`src/dlod_pkg.sv`:
```
/*
 * Shared constants and types for the data-unit load/store operand decoder:
 * instruction field positions, operand source encodings, register map.
 * Assumes a 32-bit instruction word and a 32-bit APB register bus.
 */
package dlod_pkg;

    // ********************************
    // Instruction field positions
    // ********************************
    localparam int DLOD_INSTR_W = 32;
    localparam int DLOD_CREG_LSB = 29;
    localparam int DLOD_CREG_W = 3;
    localparam int DLOD_ZBIT = 28;
    localparam int DLOD_DST_LSB = 22;
    localparam int DLOD_DST_W = 6;
    localparam int DLOD_BASE_LSB = 17;
    localparam int DLOD_REG5_W = 5;
    localparam int DLOD_OFS_LSB = 12;
    localparam int DLOD_MODE_LSB = 9;
    localparam int DLOD_MODE_W = 3;
    localparam int DLOD_SIDE_BIT = 0;
    localparam int DLOD_NPRED = 6;

    // ********************************
    // Encoding boundaries and constants
    // ********************************
    localparam logic [4:0] DLOD_BASE_A_MAX = 5'h0D;
    localparam logic [4:0] DLOD_BASE_EXC_SP = 5'h0E;
    localparam logic [4:0] DLOD_BASE_PC = 5'h0F;
    localparam logic [5:0] DLOD_SD_ZERO = 6'h3E;
    localparam logic [5:0] DLOD_SD_CEXT = 6'h3F;
    localparam logic [2:0] DLOD_CREG_NONE = 3'h0;
    localparam logic [2:0] DLOD_CREG_RSVD = 3'h7;
    localparam logic [1:0] DLOD_MODE_RSVD = 2'h3;
    localparam logic DLOD_SIDE_FIXED = 1'b1;
    localparam int DLOD_CEXT_W = 27;
    localparam int DLOD_DATA_W = 32;

    // ********************************
    // Register map (byte addresses)
    // ********************************
    localparam int DLOD_AW = 12;
    localparam logic [11:0] DLOD_CTRL_OFS = 12'h000;
    localparam logic [11:0] DLOD_STAT_OFS = 12'h004;
    localparam logic [11:0] DLOD_CNT_OFS = 12'h008;
    localparam logic [11:0] DLOD_LAST_OFS = 12'h00C;
    localparam int DLOD_CTRL_EN = 0;
    localparam int DLOD_CTRL_SQUASH = 1;
    localparam logic [1:0] DLOD_CTRL_RST = 2'h1;
    localparam int DLOD_NSTAT = 4;
    localparam int DLOD_ST_OFS = 0;
    localparam int DLOD_ST_DST = 1;
    localparam int DLOD_ST_MODE = 2;
    localparam int DLOD_ST_COND = 3;

    // ********************************
    // Types
    // ********************************
    typedef enum logic [3:0] {
        FILE_NONE, FILE_STREAM_ADDR, FILE_SIDE_A, FILE_SIDE_B,
        FILE_VEC_B, FILE_ADDR, FILE_L_SCALAR, FILE_L_VECTOR,
        FILE_M_SCALAR, FILE_M_VECTOR, FILE_EXC_SP, FILE_PC_COPY,
        FILE_CONST_ZERO, FILE_CONST_EXT
    } dlod_file_t;

    typedef enum logic [1:0] {
        MODE_UCST5, MODE_SCST32, MODE_REG_OFS, MODE_NONE
    } dlod_mode_t;

    typedef struct packed {
        dlod_file_t file;
        logic [3:0] idx;
        logic xpath;
        logic rsvd;
    } dlod_opnd_t;

    typedef struct packed {
        logic uncond;
        logic [2:0] pred_idx;
        logic zero_sense;
        logic rsvd;
    } dlod_cond_t;

    typedef struct packed {
        dlod_opnd_t ofs;
        dlod_opnd_t base;
        dlod_opnd_t dst;
        dlod_mode_t mode;
        logic post_inc;
        logic mode_rsvd;
        dlod_cond_t cond;
    } dlod_dec_t;

endpackage

```
`src/dlod_field_decode.sv`:
```
/*
 * Combinational field decoder for the load and store formats.
 * Assumes the caller registers its result and supplies the unit number.
 */
`timescale 1ns/1ps
module dlod_field_decode
    import dlod_pkg::*;
(
    // Instruction
    input wire logic [dlod_pkg::DLOD_INSTR_W-1:0] instr,
    input wire logic unit2,
    input wire logic store,
    // Result
    output dlod_pkg::dlod_dec_t dec
);
    import dlod_pkg::*;

    function automatic dlod_opnd_t mk(dlod_file_t f, logic [3:0] i,
                                      logic x, logic r);
        dlod_opnd_t o;
        o.file = f;
        o.idx = i;
        o.xpath = x;
        o.rsvd = r;
        return o;
    endfunction

    logic [4:0] ofs_f;
    logic [4:0] base_f;
    logic [5:0] dst_f;
    logic [2:0] mode_f;
    logic [2:0] creg;
    logic zb;

    assign ofs_f = instr[DLOD_OFS_LSB +: DLOD_REG5_W];
    assign base_f = instr[DLOD_BASE_LSB +: DLOD_REG5_W];
    assign dst_f = instr[DLOD_DST_LSB +: DLOD_DST_W];
    assign mode_f = instr[DLOD_MODE_LSB +: DLOD_MODE_W];
    assign creg = instr[DLOD_CREG_LSB +: DLOD_CREG_W];
    assign zb = instr[DLOD_ZBIT];

    always_comb begin
        // Offset field, shared by load and store
        if (ofs_f[4])
            dec.ofs = mk(FILE_ADDR, ofs_f[3:0], 1'b0, 1'b0);
        else if (ofs_f[3])
            dec.ofs = mk(FILE_SIDE_A, {1'b1, ofs_f[2:0]}, 1'b0, 1'b0);
        else if (ofs_f[2])
            dec.ofs = mk(FILE_NONE, 4'h0, 1'b0, 1'b1);
        else
            dec.ofs = mk(FILE_STREAM_ADDR, {2'h0, ofs_f[1:0]},
                         1'b0, 1'b0);

        // Base field, shared by load and store
        if (base_f[4])
            dec.base = mk(FILE_ADDR, base_f[3:0], 1'b0, 1'b0);
        else if (base_f == DLOD_BASE_EXC_SP)
            dec.base = mk(FILE_EXC_SP, 4'h0, 1'b0, 1'b0);
        else if (base_f == DLOD_BASE_PC)
            dec.base = mk(FILE_PC_COPY, 4'h0, 1'b0, 1'b0);
        else
            dec.base = mk(FILE_SIDE_A, base_f[3:0], 1'b0,
                          base_f > DLOD_BASE_A_MAX);

        // Destination or store-data field
        if (!store) begin
            case (dst_f[5:4])
                2'h0: dec.dst = mk(FILE_SIDE_A, dst_f[3:0], 1'b0, 1'b0);
                2'h1: dec.dst = mk(FILE_VEC_B, dst_f[3:0], 1'b0, 1'b0);
                2'h2: dec.dst = mk(FILE_ADDR, dst_f[3:0], 1'b0, 1'b0);
                default: begin
                    case (dst_f[3:2])
                        2'h0: dec.dst = mk(FILE_L_SCALAR,
                                           {2'h0, dst_f[1:0]}, 1'b0, 1'b0);
                        2'h1: dec.dst = mk(FILE_L_VECTOR,
                                           {2'h0, dst_f[1:0]}, 1'b0, 1'b0);
                        2'h2: dec.dst = mk(FILE_M_SCALAR,
                                           {2'h0, dst_f[1:0]}, 1'b0, 1'b0);
                        default: dec.dst = mk(FILE_M_VECTOR,
                                              {2'h0, dst_f[1:0]}, 1'b0, 1'b0);
                    endcase
                end
            endcase
        end else if (dst_f == DLOD_SD_ZERO) begin
            dec.dst = mk(FILE_CONST_ZERO, 4'h0, 1'b0, 1'b0);
        end else if (dst_f == DLOD_SD_CEXT) begin
            dec.dst = mk(FILE_CONST_EXT, 4'h0, 1'b0, 1'b0);
        end else begin
            case (dst_f[5:4])
                2'h0: dec.dst = mk(FILE_SIDE_A, dst_f[3:0], unit2, 1'b0);
                2'h1: dec.dst = unit2 ?
                          mk(FILE_VEC_B, dst_f[3:0], 1'b0, 1'b0) :
                          mk(FILE_SIDE_B, dst_f[3:0], 1'b1, 1'b0);
                2'h2: dec.dst = unit2 ? mk(FILE_NONE, 4'h0, 1'b0, 1'b1) :
                          mk(FILE_ADDR, dst_f[3:0], 1'b0, 1'b0);
                default: dec.dst = mk(FILE_NONE, 4'h0, 1'b0, 1'b1);
            endcase
        end

        // Addressing mode, shared by load and store
        dec.post_inc = mode_f[2];
        dec.mode_rsvd = (mode_f[1:0] == DLOD_MODE_RSVD);
        case (mode_f[1:0])
            2'h0: dec.mode = MODE_UCST5;
            2'h1: dec.mode = MODE_SCST32;
            2'h2: dec.mode = MODE_REG_OFS;
            default: dec.mode = MODE_NONE;
        endcase

        // Condition field
        dec.cond.zero_sense = zb;
        dec.cond.uncond = (creg == DLOD_CREG_NONE) && !zb;
        dec.cond.rsvd = (creg == DLOD_CREG_RSVD) ||
                        (creg == DLOD_CREG_NONE && zb);
        dec.cond.pred_idx = (creg == DLOD_CREG_NONE ||
                             creg == DLOD_CREG_RSVD) ? 3'h0 :
                            creg - 3'h1;
    end

endmodule

```
`src/dlod_decoder.sv`:
```
/*
 * Data-unit scalar load/store operand and predicate decoder, one decode
 * stage register, with an APB slave for control and status.
 * Assumes the fetch stage and register files run on clk; pred_zero comes
 * from the side-A register file in the same cycle as the instruction.
 */
// Behaviour
// - Offset field: 0-3 stream address, 4-7 reserved, 8-15 side-A, 16-31 address.
// - Base field: side-A 0-13, exception stack pointer, PC copy, then address regs.
// - Load destination decodes identically on both units across seven register groups.
// - Store reuses load decoding for offset, base and addressing-mode fields.
// - Store-data ranges differ per unit, with crosspath flags and reserved range.
// - Store-data high codes reserved; zero constant; sign-extended 27-bit constant.
// - Condition select bits 31-29, zero-test bit 28; 0000 unconditional, 0001 reserved.
// - Select 1 to 6 tests side-A 0 to 5; select 7 reserved.
// - Mode field: ucst5, scst32, register offset; top bit post-increments; 3 reserved.
// - Side-select bit of every data-unit instruction decodes as fixed one.
`timescale 1ns/1ps
module dlod_decoder
    import dlod_pkg::*;
(
    // Clock, reset, enable
    input wire logic clk,
    input wire logic arst_n,
    input wire logic clk_en,
    // APB slave
    input wire logic [dlod_pkg::DLOD_AW-1:0] paddr,
    input wire logic psel,
    input wire logic penable,
    input wire logic pwrite,
    input wire logic [31:0] pwdata,
    output logic pready,
    output logic [31:0] prdata,
    output logic pslverr,
    // Instruction from fetch
    input wire logic in_valid,
    input wire logic [dlod_pkg::DLOD_INSTR_W-1:0] in_instr,
    input wire logic in_unit2,
    input wire logic in_store,
    input wire logic [dlod_pkg::DLOD_CEXT_W-1:0] cst_ext,
    // Zero flags of the tested side-A registers
    input wire logic [dlod_pkg::DLOD_NPRED-1:0] pred_zero,
    // Decoded result
    output logic out_valid,
    output dlod_pkg::dlod_dec_t out_dec,
    output logic out_side,
    output logic [dlod_pkg::DLOD_DATA_W-1:0] out_const,
    output logic out_exec,
    output logic out_illegal
);
    import dlod_pkg::*;

    // ********************************
    // Decode
    // ********************************
    dlod_dec_t dec;
    logic [1:0] ctrl;
    logic [DLOD_NSTAT-1:0] stat;
    logic [31:0] dcount;
    logic [31:0] last_instr;
    logic take;
    logic illegal;
    logic pred_hit;
    logic exec;
    logic [DLOD_NSTAT-1:0] stat_set;
    logic [DLOD_DATA_W-1:0] const_val;

    dlod_field_decode u_field (
        .instr(in_instr),
        .unit2(in_unit2),
        .store(in_store),
        .dec(dec)
    );

    // A disabled stage drops the word; nothing is queued for later
    assign take = in_valid && ctrl[DLOD_CTRL_EN];

    assign stat_set[DLOD_ST_OFS] = take && dec.ofs.rsvd;
    // Base shares status bit one with the destination field
    assign stat_set[DLOD_ST_DST] = take && (dec.dst.rsvd || dec.base.rsvd);
    assign stat_set[DLOD_ST_MODE] = take && dec.mode_rsvd;
    assign stat_set[DLOD_ST_COND] = take && dec.cond.rsvd;
    assign illegal = dec.ofs.rsvd || dec.base.rsvd || dec.dst.rsvd ||
                     dec.mode_rsvd || dec.cond.rsvd;

    // Index is at most five whenever the select is a real register
    assign pred_hit = pred_zero[dec.cond.pred_idx];

    always_comb begin
        if (dec.cond.uncond)
            exec = 1'b1;
        else if (dec.cond.rsvd)
            exec = 1'b0;
        else if (dec.cond.zero_sense)
            exec = pred_hit;
        else
            exec = !pred_hit;
        // Squashing is optional: some flows trap reserved codes later
        if (illegal && ctrl[DLOD_CTRL_SQUASH])
            exec = 1'b0;
    end

    // Only the extension code carries a value; all else reads as zero
    always_comb begin
        case (dec.dst.file)
            FILE_CONST_EXT: const_val = {{(DLOD_DATA_W - DLOD_CEXT_W)
                                          {cst_ext[DLOD_CEXT_W-1]}},
                                         cst_ext};
            default: const_val = '0;
        endcase
    end

    // ********************************
    // Decode stage register
    // ********************************
    always_ff @(posedge clk or negedge arst_n) begin
        if (!arst_n) begin
            out_valid <= 1'b0;
            out_dec <= '0;
            out_side <= DLOD_SIDE_FIXED;
            out_const <= '0;
            out_exec <= 1'b0;
            out_illegal <= 1'b0;
        end else if (clk_en) begin
            // Other outputs hold so a stalled consumer still sees them
            out_valid <= take;
            if (take) begin
                out_dec <= dec;
                // Both data units sit on side A, whatever the bit holds
                out_side <= DLOD_SIDE_FIXED;
                out_const <= const_val;
                out_exec <= exec;
                out_illegal <= illegal;
            end
        end
    end

    // ********************************
    // APB slave
    // ********************************
    logic acc;
    logic wr_done;
    logic mapped;
    logic [31:0] rd_val;

    assign acc = psel && penable && !pready;
    assign wr_done = psel && penable && pready && pwrite;

    // ********************************
    // Register write strobes
    // ********************************
    logic wr_ctrl;
    logic wr_stat;
    logic wr_cnt;

    // A write lands on the pready edge only, so each access writes once
    assign wr_ctrl = wr_done && (paddr == DLOD_CTRL_OFS);
    assign wr_stat = wr_done && (paddr == DLOD_STAT_OFS);
    assign wr_cnt = wr_done && (paddr == DLOD_CNT_OFS);

    always_comb begin
        mapped = 1'b1;
        rd_val = '0;
        case (paddr)
            DLOD_CTRL_OFS: rd_val = {30'h0, ctrl};
            DLOD_STAT_OFS: rd_val = {{(32 - DLOD_NSTAT){1'b0}}, stat};
            DLOD_CNT_OFS: rd_val = dcount;
            DLOD_LAST_OFS: rd_val = last_instr;
            default: mapped = 1'b0;
        endcase
    end

    // One wait state: answer comes on the second access cycle
    always_ff @(posedge clk or negedge arst_n) begin
        if (!arst_n) begin
            pready <= 1'b0;
            prdata <= '0;
            pslverr <= 1'b0;
        end else if (clk_en) begin
            pready <= acc;
            prdata <= (acc && !pwrite) ? rd_val : '0;
            // Unmapped reads give zero data; writes there are dropped
            pslverr <= acc && !mapped;
        end
    end

    always_ff @(posedge clk or negedge arst_n) begin
        if (!arst_n)
            ctrl <= DLOD_CTRL_RST;
        else if (clk_en && wr_ctrl)
            ctrl <= pwdata[1:0];
    end

    // Sticky reserved-encoding flags, write one to clear; a new hit wins
    always_ff @(posedge clk or negedge arst_n) begin
        if (!arst_n)
            stat <= '0;
        else if (clk_en) begin
            if (wr_stat)
                stat <= (stat & ~pwdata[DLOD_NSTAT-1:0]) | stat_set;
            else
                stat <= stat | stat_set;
        end
    end

    // Decoded-instruction count, any write clears it, or sets it to one if a decode lands in that cycle
    always_ff @(posedge clk or negedge arst_n) begin
        if (!arst_n)
            dcount <= '0;
        else if (clk_en) begin
            if (wr_cnt)
                dcount <= {31'h0, take};
            else if (take)
                dcount <= dcount + 32'h1;
        end
    end

    always_ff @(posedge clk or negedge arst_n) begin
        if (!arst_n)
            last_instr <= '0;
        else if (clk_en && take)
            last_instr <= in_instr;
    end

endmodule

```
`config.mk`:
```
export PLATFORM = sky130hd
export DESIGN_NAME = dlod_decoder
export DESIGN_NICKNAME = d
export VERILOG_FILES = /design/src/dlod_pkg.sv /design/src/dlod_field_decode.sv /design/src/dlod_decoder.sv
export SDC_FILE = /design/constraint.sdc
export NUM_CORES = 1
export LEC_CHECK = 0
export ABC_AREA = 1
export BUFFER_PORTS_ARGS = -buffer_cell sky130_fd_sc_hd__buf_2
export CORE_ASPECT_RATIO = 0.75
export CORE_MARGIN = 2
export CORE_UTILIZATION = 50
export CTS_BUF_LIST = sky130_fd_sc_hd__clkbuf_8
export CTS_CLUSTER_DIAMETER = 60
export DETAILED_ROUTE_END_ITERATION = 6
export GPL_ROUTABILITY_DRIVEN = 0
export GPL_TIMING_DRIVEN = 0
export PLACE_DENSITY = 0.86
export SETUP_SLACK_MARGIN = 0.15
export SYNTH_ARGS = -nofsm -noshare
export SYNTH_HDL_FRONTEND = slang
export SYNTH_SLANG_ARGS = --single-unit
export TNS_END_PERCENT = 5
```
`constraint.sdc`:
```
create_clock -name clk -period 3.48 [get_ports clk]
set_clock_uncertainty 0.2 [all_clocks]
set_input_delay 0.348 -clock clk [delete_from_list [all_inputs] [get_ports clk]]
set_output_delay 0.348 -clock clk [all_outputs]
set_load 0.05 [all_outputs]
```
Yosys cells after proc, flatten, opt, wreduce, memory -nomap -nowiden --
Cells that the tools add are included.
Cells by class: add/sub/neg operators 2, equality and inequality tests 16, order comparisons 2, mux-type cells 29, bitwise operators 4, reductions and logical operators 40
Operators by type and width (number):
- two-way mux 32 bit | 4
- case mux 32 bit (4 select lines) | 1
- case mux 10 bit (3 select lines) | 3
- two-way mux 10 bit | 8
- adder 32 x 1 -> 32 bit (second input constant) | 1
- == test 12 x 4 -> 1 bit (second input constant) | 2
- logical AND 1 bit | 19
- two-way mux 9 bit | 2
- == test 12 x 3 -> 1 bit (second input constant) | 1
- == test 6 bit (second input constant) | 2
- logical NOT 12 bit | 1
- == test 5 x 4 -> 1 bit (second input constant) | 2
- == test 2 bit (second input constant) | 4
- OR 4 bit | 2
- logical OR 1 bit | 7
- two-way mux 7 bit | 1
- == test 2 x 1 -> 1 bit (second input constant) | 3
- logical NOT 2 bit | 3
- two-way mux 1 bit | 6
- case mux 2 bit (3 select lines) | 1
- greater-than comparator 5 x 4 -> 1 bit (second input constant) | 1
- logical NOT 1 bit | 5
- AND 4 bit | 1
- == test 4 bit (second input constant) | 1
- other kinds (11) | 12
Word-level totals: flip-flop bits (word level) 179, input bits 118

Longest topological paths before layout --
Gate-level depths: netlist of run 1.
depth in word-level cells 10, depth in mapped cells 13, depth with buffers taken out 13

Modules after synthesis --
Synthesis of run 1 repeated with hierarchy kept, for this count alone.
Second synthesis, totals: cells, all modules 1167, area, all modules 8712.1 um^2
By module, submodules not included:
- dlod_decoder | area an instance 8127.8 um^2, times used 1, cells an instance 1056
- dlod_field_decode | area an instance 584.3 um^2, times used 1, cells an instance 111

Worst setup path before layout of run 1 --
OpenSTA, ideal clock, no wires.
path type register to register, start reg pready, end reg dcount[16], path slack 1461 ps, data arrival time 1699 ps, required time 3159 ps, period minus slack after synthesis 2019 ps, buffers on the path 0, cell stages (with the launch flop) 10, path through dfrtp_1 nand4_1 nor2_2 nand3_4 nand2_4 nand2_1 nor2_1 nand2_1 o21ai_1 nor2_1
Between the ends: word-level cells in the longest chain between the ends 5, elaborated cells on any way between the ends 6, those cells by class 1 x mux; 5 x reduce/logical
RTL lines:
- start, declared | RTL line dlod_decoder.sv:32 | output logic pready,
- start signal, assigned | RTL line dlod_decoder.sv:176 | pready <= 1'b0;
- start signal, assigned | RTL line dlod_decoder.sv:180 | pready <= acc;
- logical AND 1 bit (*) (2 in a row) | RTL line dlod_decoder.sv:147 | assign wr_done = psel && penable && pready && pwrite;
- logical AND 1 bit (*) | RTL line dlod_decoder.sv:159 | assign wr_cnt = wr_done && (paddr == DLOD_CNT_OFS);
- nonzero test 2 bit (no source line)
- AND reduction 2 bit (no source line)
- end signal, assigned | RTL line dlod_decoder.sv:212 | dcount <= {31'h0, take};
- end signal, assigned | RTL line dlod_decoder.sv:214 | dcount <= dcount + 32'h1;
- end, declared | RTL line dlod_decoder.sv:59 | logic [31:0] dcount;
Mark *: on every way between the ends. The rest lies on a longest branch, timed or not. A chain may end at the register's enable or synchronous reset.

Worst setup path after layout of run 1 --
start in clk_en, end reg out_dec[37] (netlist name)
Between the ends: word-level cells in the longest chain between the ends 1
RTL lines:
- start, declared | RTL line dlod_decoder.sv:25 | input wire logic clk_en,
- AND reduction 2 bit (no source line)
- end signal, assigned | RTL line dlod_decoder.sv:119 | out_dec <= '0;
- end signal, assigned | RTL line dlod_decoder.sv:128 | out_dec <= dec;
- end, declared | RTL line dlod_decoder.sv:45 | output dlod_pkg::dlod_dec_t out_dec,
No other way between the ends.

==> results.md, run 1 <==
- The first detailed-routing pass took 7 iterations.
- The H-tree was split into 4 levels.
- The overall die width is 149 um.
- The DRC violation count after routing is 6.
- The number of cells on the worst hold path is 4.
- Setup repair after global routing left no endpoint under its margin.
- The via count is approximately 8300.
- The leakage power is 5.31 nW.
- Power spread over the standard cell area amounts to approximately 360 nW/um2.
- In this run, synthesis produced a sequential element count of 166.
- After synthesis, the share of flip-flops with an asynchronous set or reset is 100%.
- The transition time at the pin with the least slew margin is roughly 0.74 ns.
- Global routing used about 32% of the available tracks across all layers.
- The number of distinct library cells after synthesis is 49.
- The top cell type by area accounts for about 52% of the synthesized area.
- Compared with the post-synthesis result, the final layout area differs by 29.0%.
- Derived from the worst setup path, the maximum achievable clock frequency is 323 MHz.
- The sequential element share of the synthesized area is about 52%.
- The mean area per synthesized cell is 8.46 um2.
- After Yosys synthesis, full adders, half adders and majority gates account for 1.42% of the synthesized area.
- The final critical-path share of the clock period is about 89%.
- In the synthesized netlist, mux cells make up less than 1% of the area.
- During synthesis, Yosys emitted a total of 0 warnings.
- The most frequent cell after synthesis is nand2_1.
- The total overflow reported by the global router is 0.
- The dominant combinational cell family by area after synthesis is simple AND/OR/NAND/NOR gates.
- Summed over all instances, the cell type with the most area after synthesis is dfrtp_1.
- The number of antenna diodes in the final layout is 0.
- The area share of xor/xnor cells in the synthesized design is less than 1%.
- The worst path arrival time is 3.31 ns.
- Across the run, the number of max-cap violations was 0.
- The clock latency of the later-clocked register in the worst-skew pair is 0.49 ns.
- The detail route stage leaves a number of antenna-violating nets equal to 0.
- The final layout contains about 1300 nets.
- The tree built by TritonCTS fans out to between 150 and 200 sinks.
- The area of the mapped netlist is around 7900 um2.
- For this configuration, the core starts out at a cell density of 51.6%.
- The maximum fanout encountered on the critical timing path is 10.
- 228 I/O pins were placed.
- Walking the worst path, the cells encountered are dlygate4sd3_1, buf_2, nand3_1, clkbuf_1, clkbuf_1, nand2_1, o31ai_1, dlygate4sd3_1.
- The via count of the first global-routing pass is ~8100.
- The pin count of the biggest net entering global routing is between 100 and 150.
- The final count of hold timing violations is 0.
- The count of routing violations after the opening detailed-route iteration is 1186.
- The TritonCTS buffer count is 17.
- The core region is ~15000 um2.
- The buffer cell driving the clock tree root is clkbuf_8.
- The die is 113 um tall.
- The buffers inserted during post-CTS setup optimization is 0.
- After floorplanning, the core was divided into 39 placement rows.
- The checks that failed: design-rule violations.
- Hold timing on the final database bottoms out at a slack of 0.00510 ns.
- After detailed routing, the total wire length is roughly 26 mm.
- The classification of the worst setup path is in -> reg.
- The final number of max-transition violations is 0.
- The length in cells of the worst reg-to-reg path is 6.
- The worst min-delay path startpoint is pwdata[3].
- Overall power consumption after layout is estimated at approximately 0.0036 W.
- The post-route netlist has 22.4% of its cells at a drive strength greater than 1.
- The end of the worst register-to-register path is out_dec[37]$_DFFE_PN0P_.
- STA classifies the critical path startpoint as an input pin.
- The initial antenna violation count came to 0.
- The type of destination of the critical path is a flop.
- The clock period minus worst slack is just over 3 ns.
- By area the synthesized netlist is led by dfrtp_1 (52%), nand2_1 (11%), o21ai_0 (6.6%).
- The normalized max-slew margin is between 50% and 60%.
- The clock tree from TritonCTS is built.
- The largest stage delay on the critical path is approximately 0.58 ns.
- The overall die area is between 15000 and 20000 um2.
- The cell with the biggest individual delay on the critical path is clkbuf_1.
- The commonest cells after synthesis are nand2_1 (229), dfrtp_1 (165), o21ai_0 (104).
- Detailed placement finished with a half-perimeter wire length of 17.9 mm.
- The run finished, with violations left.
- The average via count per standard cell is a little under 6.
- Setup violations remaining at the end of the flow were counted as 0.
- The global-route wire length before repair is between 40 and 50 mm.
- Dividing the detail-routed wire length by the instance count gives 18.4 um.
- The count of port buffers added during placement is about 200.
- The synthesized netlist devotes around 15% of its cell area to compound gates.
- The CTS clock-pin slew for the worst setup and hold paths is about 0.10 ns.
- The path with the worst hold slack has its endpoint at stat[3]$_DFFE_PN0P_.
- Synthesis produced 937 cells.
- The setup slack of the worst register-to-register path is between 0.5 and 0.6 ns.
- The post-synthesis simple-gate area fraction is 21.5%.
- The prevailing post-synth register cell is dfrtp_1.
- The startpoint of the most critical register-to-register path is ctrl[0]$_DFFE_PN1P_.
- The path class of the lowest-slack min-delay path is in -> reg.
- The worst ir drop on vdd is roughly 0.21 mV.
- The required time reported for the critical path endpoint is between 3 and 4 ns.
- The maximum clock insertion buffer count is 2.
- The count of flip-flops with a built-in enable after synthesis is 0.
-- final cells by class --
cell class                      instances  area, um2
Clock inverter                         15        166
Timing Repair Buffer                  258       1630
Tap cell                              205        256
Fill cell                            1161       5150
Multi-Input combinational cell        615       3090
Clock buffer                           17        234
Inverter                              104        390
Sequential cell                       166       4160
Buffer                                 54        293
-- critical path, delay by kind of cell --
kind	cells	cell delay, ns
and+or+nand+nor	2	0.47
AOI/OAI and AO/OA	1	0.10
buffers and inverters	5	2.38
-- flip-flops by register name (all words and copies together), names as in the netlist --
| name | cells |
|---|---|
| last_instr | 31 |
| pready | 1 |
| out_const | 27 |
| out_illegal | 1 |
| stat | 4 |
| out_dec | 33 |
| dcount | 32 |
| pslverr | 1 |
| out_valid | 1 |
| prdata | 32 |
| ctrl | 2 |
| out_exec | 1 |
-- through the flow --
step	setup TNS, ns	instances	utilization, %	setup WS, ns	instance area, um2
4_1_cts	0	1434	66.5	0.526	10200
5_1_grt	0	1434	66.5	0.353	10200
3_3_place_gp	-98.16	1339	59.6	-0.611	9170
6_report	0	1434	66.5	0.387	10200
3_5_place_dp	0	1340	59.9	1.12	9200
2_1_floorplan	0	939	-	1.46	7930
-- cell families (layout without fill, tap and decap cells) --
logic type / Yosys count / count (layout)
compound gates: 205 / 205
xor+xnor: 3 / 3
fa+ha+maj: 9 / 9
buf+inv: 158 / 448
flops: 166 / 166
mux: 2 / 2
other cells: 2 / 4
simple gates: 392 / 392
-- power by group --
group          switching, W  internal (W)
Clock              0.000837      0.000596
Sequential       0.00000180       0.00193
Combinational      0.000155      0.000113
-- repair_timing --
item	in CTS	in global routing
gates resized for setup	0	0
endpoints found under the hold margin	117	0
hold buffers	62	0
-- worst max-delay path by stage --
stage	end	cells past startpoint	start
floorplan	dcount[16]$_DFFE_PN0P_	9	pready$_DFFE_PN0P_
global placement	prdata[21]$_DFFE_PN0P_	1	arst_n
detailed placement	out_valid$_DFFE_PN0P_	5	clk_en
CTS	out_dec[37]$_DFFE_PN0P_	8	clk_en
global route	out_dec[37]$_DFFE_PN0P_	8	clk_en
finish	out_dec[37]$_DFFE_PN0P_	8	clk_en
-- cell usage in the layout, fill, tap and decap left out, drive strengths merged, types with 2 or more instances in the layout --
master / n
a31oi: 4
and3: 2
a211oi: 2
a22o: 28
nor4: 2
buf: 224
dlygate4sd3: 62
clkinvlp: 2
ha: 9
nand4: 19
a21oi: 19
inv: 110
conb: 4
nor3: 22
nand3: 49
o22ai: 25
o2111ai: 2
clkbuf: 43
clkinv: 6
o21ai: 113
nor3b: 3
mux2: 2
dfrtp: 165
nand2: 231
nor2: 61
xor2: 3
o31ai: 4
-- per-layer routing --
metal / wire [um] / GRT usage, % / up-vias / share of wire, %
met5: 0 / 0 / - / 0
li1: - / - / 3669 / -
met4: 1040 / 13.0 / 0 / 4.0
met1: 10700 / 44.0 / 3877 / 41
met3: 3090 / 9.84 / 132 / 12
met2: 11400 / 47.5 / 610 / 43
(Power assumes the default switching activity.)
==> run 2: changes to the inputs <==
--- a/config.mk
+++ b/config.mk
@@ -8,7 +8,6 @@
 export ABC_AREA = 1
 export BUFFER_PORTS_ARGS = -buffer_cell sky130_fd_sc_hd__buf_2
 export CORE_ASPECT_RATIO = 0.75
-export CORE_MARGIN = 2
 export CORE_UTILIZATION = 50
 export CTS_BUF_LIST = sky130_fd_sc_hd__clkbuf_8
 export CTS_CLUSTER_DIAMETER = 60
==> run 2 against run 1 <==
  * Largest power group unchanged
  * Critical path depth unchanged
  * Design area unchanged
  * Critical path type unchanged
  * The run now ends clean
  * Register-to-register slack worse by 0.02 ns
  * Highest routed layer unchanged
  * Flip-flop and latch count unchanged
==> results.md, run 2 (synthesis gave the netlist of run 1 again) <==
- The number of sinks driven by the clock tree is 166 (unchanged).
- The buffers inserted during post-CTS setup optimization is 0 (unchanged).
- The flip-flop count of the largest register, all copies and words added is 33 (unchanged).
- The total overflow reported by the global router is 0 (unchanged).
- The clock tree from TritonCTS is built (unchanged).
- Highest-count cells in the layout ignoring fill and taps: nand2_1 (229), buf_2 (200), dfrtp_1 (165) (unchanged).
- The power density over the cells is 352 nW/um2 (was 355 nW/um2).
- The average via count per standard cell is 5.74 (was 5.78).
- The wire length per cell after detailed routing was 18.2 um (was 18.4 um).
- The count of hold-fix buffers inserted at cts is 63 (was 62).
- The path class of the lowest-slack min-delay path is in -> reg (unchanged).
- The overall die width is 147 um (was 149 um).
- The maximum fanout encountered on the critical timing path is 10 (unchanged).
- The worst-case setup margin in the final layout is 0.403 ns (was 0.387 ns).
- The count of instances resized after the clock tree is built is 0 (unchanged).
- The number of levels the H-tree was split into is 4 (unchanged).
- The core area is 15400 um2 (unchanged).
- The final critical-path share of the clock period is 88.4% (was 88.9%).
- The DRC violation count after routing is 0 (was 6).
- The normalized max-slew margin is 53.9% (was 50.3%).
- The initial core utilization came to 51.6% (unchanged).
- The final number of max-transition violations is 0 (unchanged).
- The I/O pin total came to 228 (unchanged).
- The fraction of final layout cells with drive strength greater than 1 is 22.4% (about the same).
- The via count is 8234 (was 8288).
- The floorplan die height came to 111 um (was 113 um).
- The overall track demand over capacity in global routing is 33.2% (was 32.0%).
- The top register by number of flip-flops is out_dec (unchanged).
- The clock latency of the later-clocked register in the worst-skew pair came to 0.48 ns (was 0.49 ns).
- The max-cap check violation count is 0 (unchanged).
- The startpoint type of the worst setup path is an input pin (unchanged).
- Setup repair after global routing missed its margin: false (unchanged).
- The classification of the worst setup path is in -> reg (unchanged).
- The global-route wire length before repair came to 41.6 mm (was 41.8 mm).
- The via count of the first global-routing pass is 8050 (was 8125).
- The most common cell after layout, fill and taps aside is nand2_1 (unchanged).
- The clock period minus worst slack is 3.08 ns (was 3.09 ns).
- The achievable clock frequency is 325 MHz (was 323 MHz).
- The final hold slack is 0.0131 ns (was 0.00510 ns).
- The overall die area is 16400 um2 (was 16900 um2).
- Biggest registers after layout: out_dec (33), dcount (32), prdata (32) (unchanged).
- The number of antenna repair diodes is 0 (unchanged).
- The HPWL after detailed placement came to 17.2 mm (was 17.9 mm).
- The type of destination of the critical path is a flop (unchanged).
- The pin count of the biggest net entering global routing is 111 (was 122).
- The required time reported for the critical path endpoint is 3.70 ns (about the same).
- The final setup violation count is 0 (unchanged).
- The number of routed nets with antenna violations is 0 (unchanged).
- The count of routing violations after the opening detailed-route iteration is 1146 (was 1186).
- Result of the run: finished, final reports clean (was complete, but fails checks).
- The number of inserted filler cells in the final layout is 1132 (was 1161).
- The worst ir drop on vdd is 0.229 mV (was 0.214 mV).
- The worst path arrival time came to 3.30 ns (was 3.31 ns).
- The leakage power came to 5.32 nW (was 5.31 nW).
- The placement-stage worst setup slack came to 1.09 ns (was 1.12 ns).
- The transition time at the pin with the least slew margin came to 0.692 ns (was 0.745 ns).
- The number of detailed-route iterations in the first pass is 7 (unchanged).
- The placement row count is 39 (unchanged).
- The maximum clock insertion buffer count is 2 (unchanged).
- The count of port buffers added during placement is 195 (unchanged).
- The initial antenna violation count is 0 (unchanged).
- The area growth from synthesis to layout is 29.0% (unchanged).
- The TritonCTS buffer count came to 17 (unchanged).
- The buffer cell driving the clock tree root is clkbuf_8 (unchanged).
- The CTS clock-pin slew for the worst setup and hold paths was 0.10 ns (about the same).
- The final count of hold timing violations is 0 (unchanged).
- The number of nets in the final layout is 1344 (was 1343).
- The sum of routed wire length over all layers was 26.1 mm (was 26.3 mm).
[run 2: cell types whose count changed in the layout (fill, tap and decap cells not counted)]
cell,change
bufinv_16,-1
clkinv_2,-1
clkinv_4,+2
clkinvlp_4,-2
dlygate4sd3_1,+1
inv_8,+2
[run 2: layout make-up]
class                   instances  area (um2)  area share (%)
plain buffers                  54         293            2.86
clock buffers                  17         234            2.29
clock inverters                15         156            1.53
inverters                     104         390            3.82
multi-input cells             615        3090            30.3
flip-flops and latches        166        4160            40.6
well taps                     205         256            2.51
repair buffers                259        1640            16.1
[run 2: metrics by stage]
| step | power (W) | util [%] | instances | TNS [ns] | cell area [um2] |
|---|---|---|---|---|---|
| 6_report | 0.00360 | 66.5 | 1435 | 0 | 10200 |
| 5_1_grt | 0.00370 | 66.5 | 1435 | 0 | 10200 |
| 4_1_cts | 0.00357 | 66.5 | 1435 | 0 | 10200 |
| 3_5_place_dp | 0.00217 | 59.9 | 1340 | 0 | 9200 |
| 3_3_place_gp | 0.00217 | 59.6 | 1339 | -99.12 | 9170 |
| 2_1_floorplan | 0.00205 | - | 939 | 0 | 7930 |
[run 2: power breakdown]
group	total (W)	switching, W	internal (W)
registers	0.00193	0.00000164	0.00193
logic	0.000270	0.000155	0.000115
clock network	0.00140	0.000859	0.000538
total	0.00360	0.00102	0.00258
[run 2: path summary, 6_finish.rpt]
path	from	end	slack, ns	cells after the start
min in group asynchronous	arst_n	out_dec[20]$_DFFE_PN0P_	0.17	2
setup reg to reg	ctrl[0]$_DFFE_PN1P_	out_dec[37]$_DFFE_PN0P_	0.53	6
hold / removal	penable	pslverr$_DFFE_PN0P_	0.01	3
hold reg to reg	out_dec[20]$_DFFE_PN0P_	out_dec[20]$_DFFE_PN0P_	0.28	2
max in group asynchronous	arst_n	dcount[20]$_DFFE_PN0P_	1.99	3
setup / recovery	clk_en	out_dec[37]$_DFFE_PN0P_	0.40	8
[run 2: critical path, cell delays in order]
cell           delay (ns)
dlygate4sd3_1        0.52
buf_2                0.15
nand3_1              0.34
clkbuf_1             0.57
clkbuf_1             0.55
nand2_1              0.14
o31ai_1              0.10
dlygate4sd3_1        0.58
[run 2: layer usage]
metal  GRT usage [%]  up-vias  wire length, um
li1                -     3658                -
met1            44.9     3843            10600
met2            48.6      621            11300
met3            10.2      112             3210
met4            15.9        0             1040
met5               0        -                0
==> run 3: changes to the inputs <==
--- a/config.mk
+++ b/config.mk
@@ -8,14 +8,15 @@
 export ABC_AREA = 1
 export BUFFER_PORTS_ARGS = -buffer_cell sky130_fd_sc_hd__buf_2
 export CORE_ASPECT_RATIO = 0.75
-export CORE_UTILIZATION = 50
+export CORE_UTILIZATION = 49
 export CTS_BUF_LIST = sky130_fd_sc_hd__clkbuf_8
 export CTS_CLUSTER_DIAMETER = 60
 export DETAILED_ROUTE_END_ITERATION = 6
 export GPL_ROUTABILITY_DRIVEN = 0
 export GPL_TIMING_DRIVEN = 0
-export PLACE_DENSITY = 0.86
+export PLACE_DENSITY = 0.88
 export SETUP_SLACK_MARGIN = 0.15
+export SKIP_CTS_REPAIR_TIMING = 1
 export SYNTH_ARGS = -nofsm -noshare
 export SYNTH_HDL_FRONTEND = slang
 export SYNTH_SLANG_ARGS = --single-unit
==> constraint.sdc (replaced) <==
create_clock -name clk -period 2.8 [get_ports clk]
set_clock_uncertainty 0.2 [all_clocks]
set_input_delay 0.28 -clock clk [delete_from_list [all_inputs] [get_ports clk]]
set_output_delay 0.28 -clock clk [all_outputs]
set_load 0.05 [all_outputs]
==> run 3 against run 2 <==
  * The run now ends with design-rule violations, negative hold slack left
  * Power rose by 25%
  * Setup slack got worse by 0.21 ns
  * Core utilization fell by 0.49 points
  * Critical endpoint is now out_dec[14]$_DFFE_PN0P_
  * Largest cell class unchanged
==> results.md, run 3 (synthesis gave the netlist of run 1 again) <==
- The length in cells of the worst reg-to-reg path was 5 (was 6).
- The number of routed nets with antenna violations is 0 (unchanged).
- The DRC violation count after routing came to 6 (was 0).
- The overall track demand over capacity in global routing was 29.2% (was 33.2%).
- The achievable clock frequency is 383 MHz.
- The overall die width is 149 um (was 147 um).
- The total overflow reported by the global router was 0 (unchanged).
- The most common cell after layout, fill and taps aside is nand2_1 (unchanged).
- Biggest registers after layout: out_dec (33), dcount (32), prdata (32) (unchanged).
- The storage element area is 4160 um2 (unchanged).
- The number of antenna repair diodes was 0 (unchanged).
- The final hold slack is -0.0215 ns (was 0.0131 ns).
- The number of sinks driven by the clock tree is 166 (unchanged).
- The final number of max-transition violations is 0 (unchanged).
- The placement row count was 39 (unchanged).
- The fraction of power spent switching nets is 28.3% (was 28.2%).
- The fraction of final layout cells with drive strength greater than 1 is 22.3% (was 22.4%).
- The CTS clock-pin slew for the worst setup and hold paths is 0.11 ns (was 0.10 ns).
- The clock latency of the later-clocked register in the worst-skew pair is 0.47 ns (was 0.48 ns).
- The area growth from synthesis to layout is 29.3% (was 29.0%).
- The cell count after placement came to 1340 (unchanged).
- The portion of total power attributed to combinational logic was 7.6% (was 7.5%).
- The required time reported for the critical path endpoint is 2.96 ns (was 3.70 ns).
- The final setup violation count was 0 (unchanged).
- The top register by number of flip-flops is out_dec (unchanged).
- The classification of the worst setup path is in -> reg (unchanged).
- The number of cells in the finished layout apart from fillers came to 1437 (was 1435).
- The average via count per standard cell was 5.82 (was 5.74).
- The via count of the first global-routing pass is 7306 (was 8050).
- The combined area of the multi-input logic cells was 3090 um2 (unchanged).
- The number of levels the H-tree was split into was 4 (unchanged).
- The I/O pin total is 228 (unchanged).
- The final count of hold timing violations came to 2 (was 0).
- The max-cap check violation count was 0 (unchanged).
- The worst path arrival time is 2.77 ns (was 3.30 ns).
- The number of nets in the final layout is 1346 (was 1344).
- The flip-flop count of the largest register, all copies and words added is 33 (unchanged).
- The power density over the cells is 438 nW/um2 (was 352 nW/um2).
- The wire length per cell after detailed routing is 18.5 um (was 18.2 um).
- The TritonCTS buffer count is 17 (unchanged).
- The number of detailed-route iterations in the first pass is 7 (unchanged).
- The maximum fanout encountered on the critical timing path is 10 (unchanged).
- The clock tree from TritonCTS is built (unchanged).
- The sequential share of power is 53.6% (was 53.7%).
- Highest-count cells in the layout ignoring fill and taps: nand2_1 (229), buf_2 (200), dfrtp_1 (165) (unchanged).
- The path class of the lowest-slack min-delay path is in -> reg (unchanged).
- The floorplan die height was 112 um (was 111 um).
- The largest stage delay on the critical path is 0.59 ns (was 0.58 ns).
- The buffer cell driving the clock tree root is clkbuf_8 (unchanged).
- The number of cells on the worst hold path is 3 (unchanged).
- In the finished design, the share of the clock period the worst path needs comes to between 90% and 100%.
- The count of routing violations after the opening detailed-route iteration is 1106 (was 1146).
- Sequence of cells on the critical path: dlygate4sd3_1, buf_2, nand3_1, clkbuf_1, clkbuf_1, nand2_1, o31ai_1 (was dlygate4sd3_1, buf_2, nand3_1, clkbuf_1, clkbuf_1, nand2_1, o31ai_1, dlygate4sd3_1).
- The leakage power is 5.32 nW (about the same).
- The pin count of the biggest net entering global routing is 109 (was 111).
- The cell internal power dissipation is 0.00322 W (was 0.00258 W).
- The worst ir drop on vdd is 0.323 mV (was 0.229 mV).
- The HPWL after detailed placement was 17.9 mm (was 17.2 mm).
- The core area is 15500 um2 (was 15400 um2).
- The normalized max-slew margin is 51.8% (was 53.9%).
- The cell with the biggest individual delay on the critical path is clkbuf_1 (was dlygate4sd3_1).
- The maximum clock insertion buffer count is 2 (unchanged).
- The transition time at the pin with the least slew margin was 0.722 ns (was 0.692 ns).
- The via count is 8362 (was 8234).
- Setup repair after global routing missed its margin: false (unchanged).
- The count of port buffers added during placement is 195 (unchanged).
- The initial antenna violation count was 0 (unchanged).
- The number of inserted filler cells in the final layout is 1188 (was 1132).
- The global-route wire length before repair is 37.5 mm (was 41.6 mm).
- The cell type with the highest occurrence count on the critical path is clkbuf_1.
- The overall die area is 16700 um2 (was 16400 um2).
- Result of the run: complete, but fails checks (was finished, final reports clean).
- The checks that failed: design-rule violations, negative hold slack.
- The type of destination of the critical path is a flop (unchanged).
- The switching power of the nets came to 0.00127 W (was 0.00102 W).
- The sum of routed wire length over all layers is 26.6 mm (was 26.1 mm).
- The initial core utilization is 51.1% (was 51.6%).
- The startpoint type of the worst setup path is an input pin (unchanged).
- The fraction of power consumed by the clock network is 38.9% (was 38.8%).
- The clock period could shrink to 2.61 ns.
## run 3: cell type report
| type | instances | share of cell area, % |
|---|---|---|
| Buffer | 54 | 2.86 |
| Clock buffer | 17 | 2.28 |
| Clock inverter | 15 | 1.54 |
| Inverter | 104 | 3.81 |
| Multi-Input combinational cell | 615 | 30.2 |
| Sequential cell | 166 | 40.6 |
| Tap cell | 205 | 2.50 |
| Timing Repair Buffer | 261 | 16.2 |
## run 3: power by group through the flow
stage               registers (W)   logic, W  clock network, W
finish                    0.00240   0.000338           0.00174
global route              0.00240   0.000369           0.00185
CTS                       0.00240   0.000258           0.00172
detailed placement        0.00245   0.000256                 0
global placement          0.00245   0.000243                 0
floorplan                 0.00246  0.0000921                 0
## run 3: per-layer routing
layer / GRT usage, % / share of wire [%] / up-vias
met4: 9.59 / 4.0 / 0
met1: 43.2 / 40 / 3946
met5: 0 / 0 / -
met3: 7.64 / 13 / 110
li1: - / - / 3663
met2: 41.7 / 44 / 643
## run 3: through the flow
step,utilization (%),cell area (um2),TNS (ns),setup WS [ns],power (W)
6_report,66.0,10200,0,0.190,0.00448
5_1_grt,66.0,10200,0,0.144,0.00462
4_1_cts,61.8,9590,0,0.479,0.00438
3_5_place_dp,59.3,9200,0,0.460,0.00270
3_3_place_gp,59.1,9170,-197.90,-1.21,0.00269
2_1_floorplan,-,7930,0,0.781,0.00255
## run 3: worst max-delay path, delay by kind of cell
kind                   cells  cell delay (ns)
and+or+nand+nor            2             0.47
buffers and inverters      4             1.85
AOI/OAI and AO/OA          1             0.15
## run 3: final timing paths
kind / start / endpoint / slack, ns
worst max-delay path: clk_en / out_dec[14]$_DFFE_PN0P_ / 0.19
worst min register to register: out_dec[20]$_DFFE_PN0P_ / out_dec[20]$_DFFE_PN0P_ / 0.28
worst max register to register: ctrl[0]$_DFFE_PN1P_ / out_dec[14]$_DFFE_PN0P_ / 0.30
min in group asynchronous: arst_n / out_dec[20]$_DFFE_PN0P_ / 0.12
worst min-delay path: penable / pslverr$_DFFE_PN0P_ / -0.02
max in group asynchronous: arst_n / dcount[24]$_DFFE_PN0P_ / 1.42
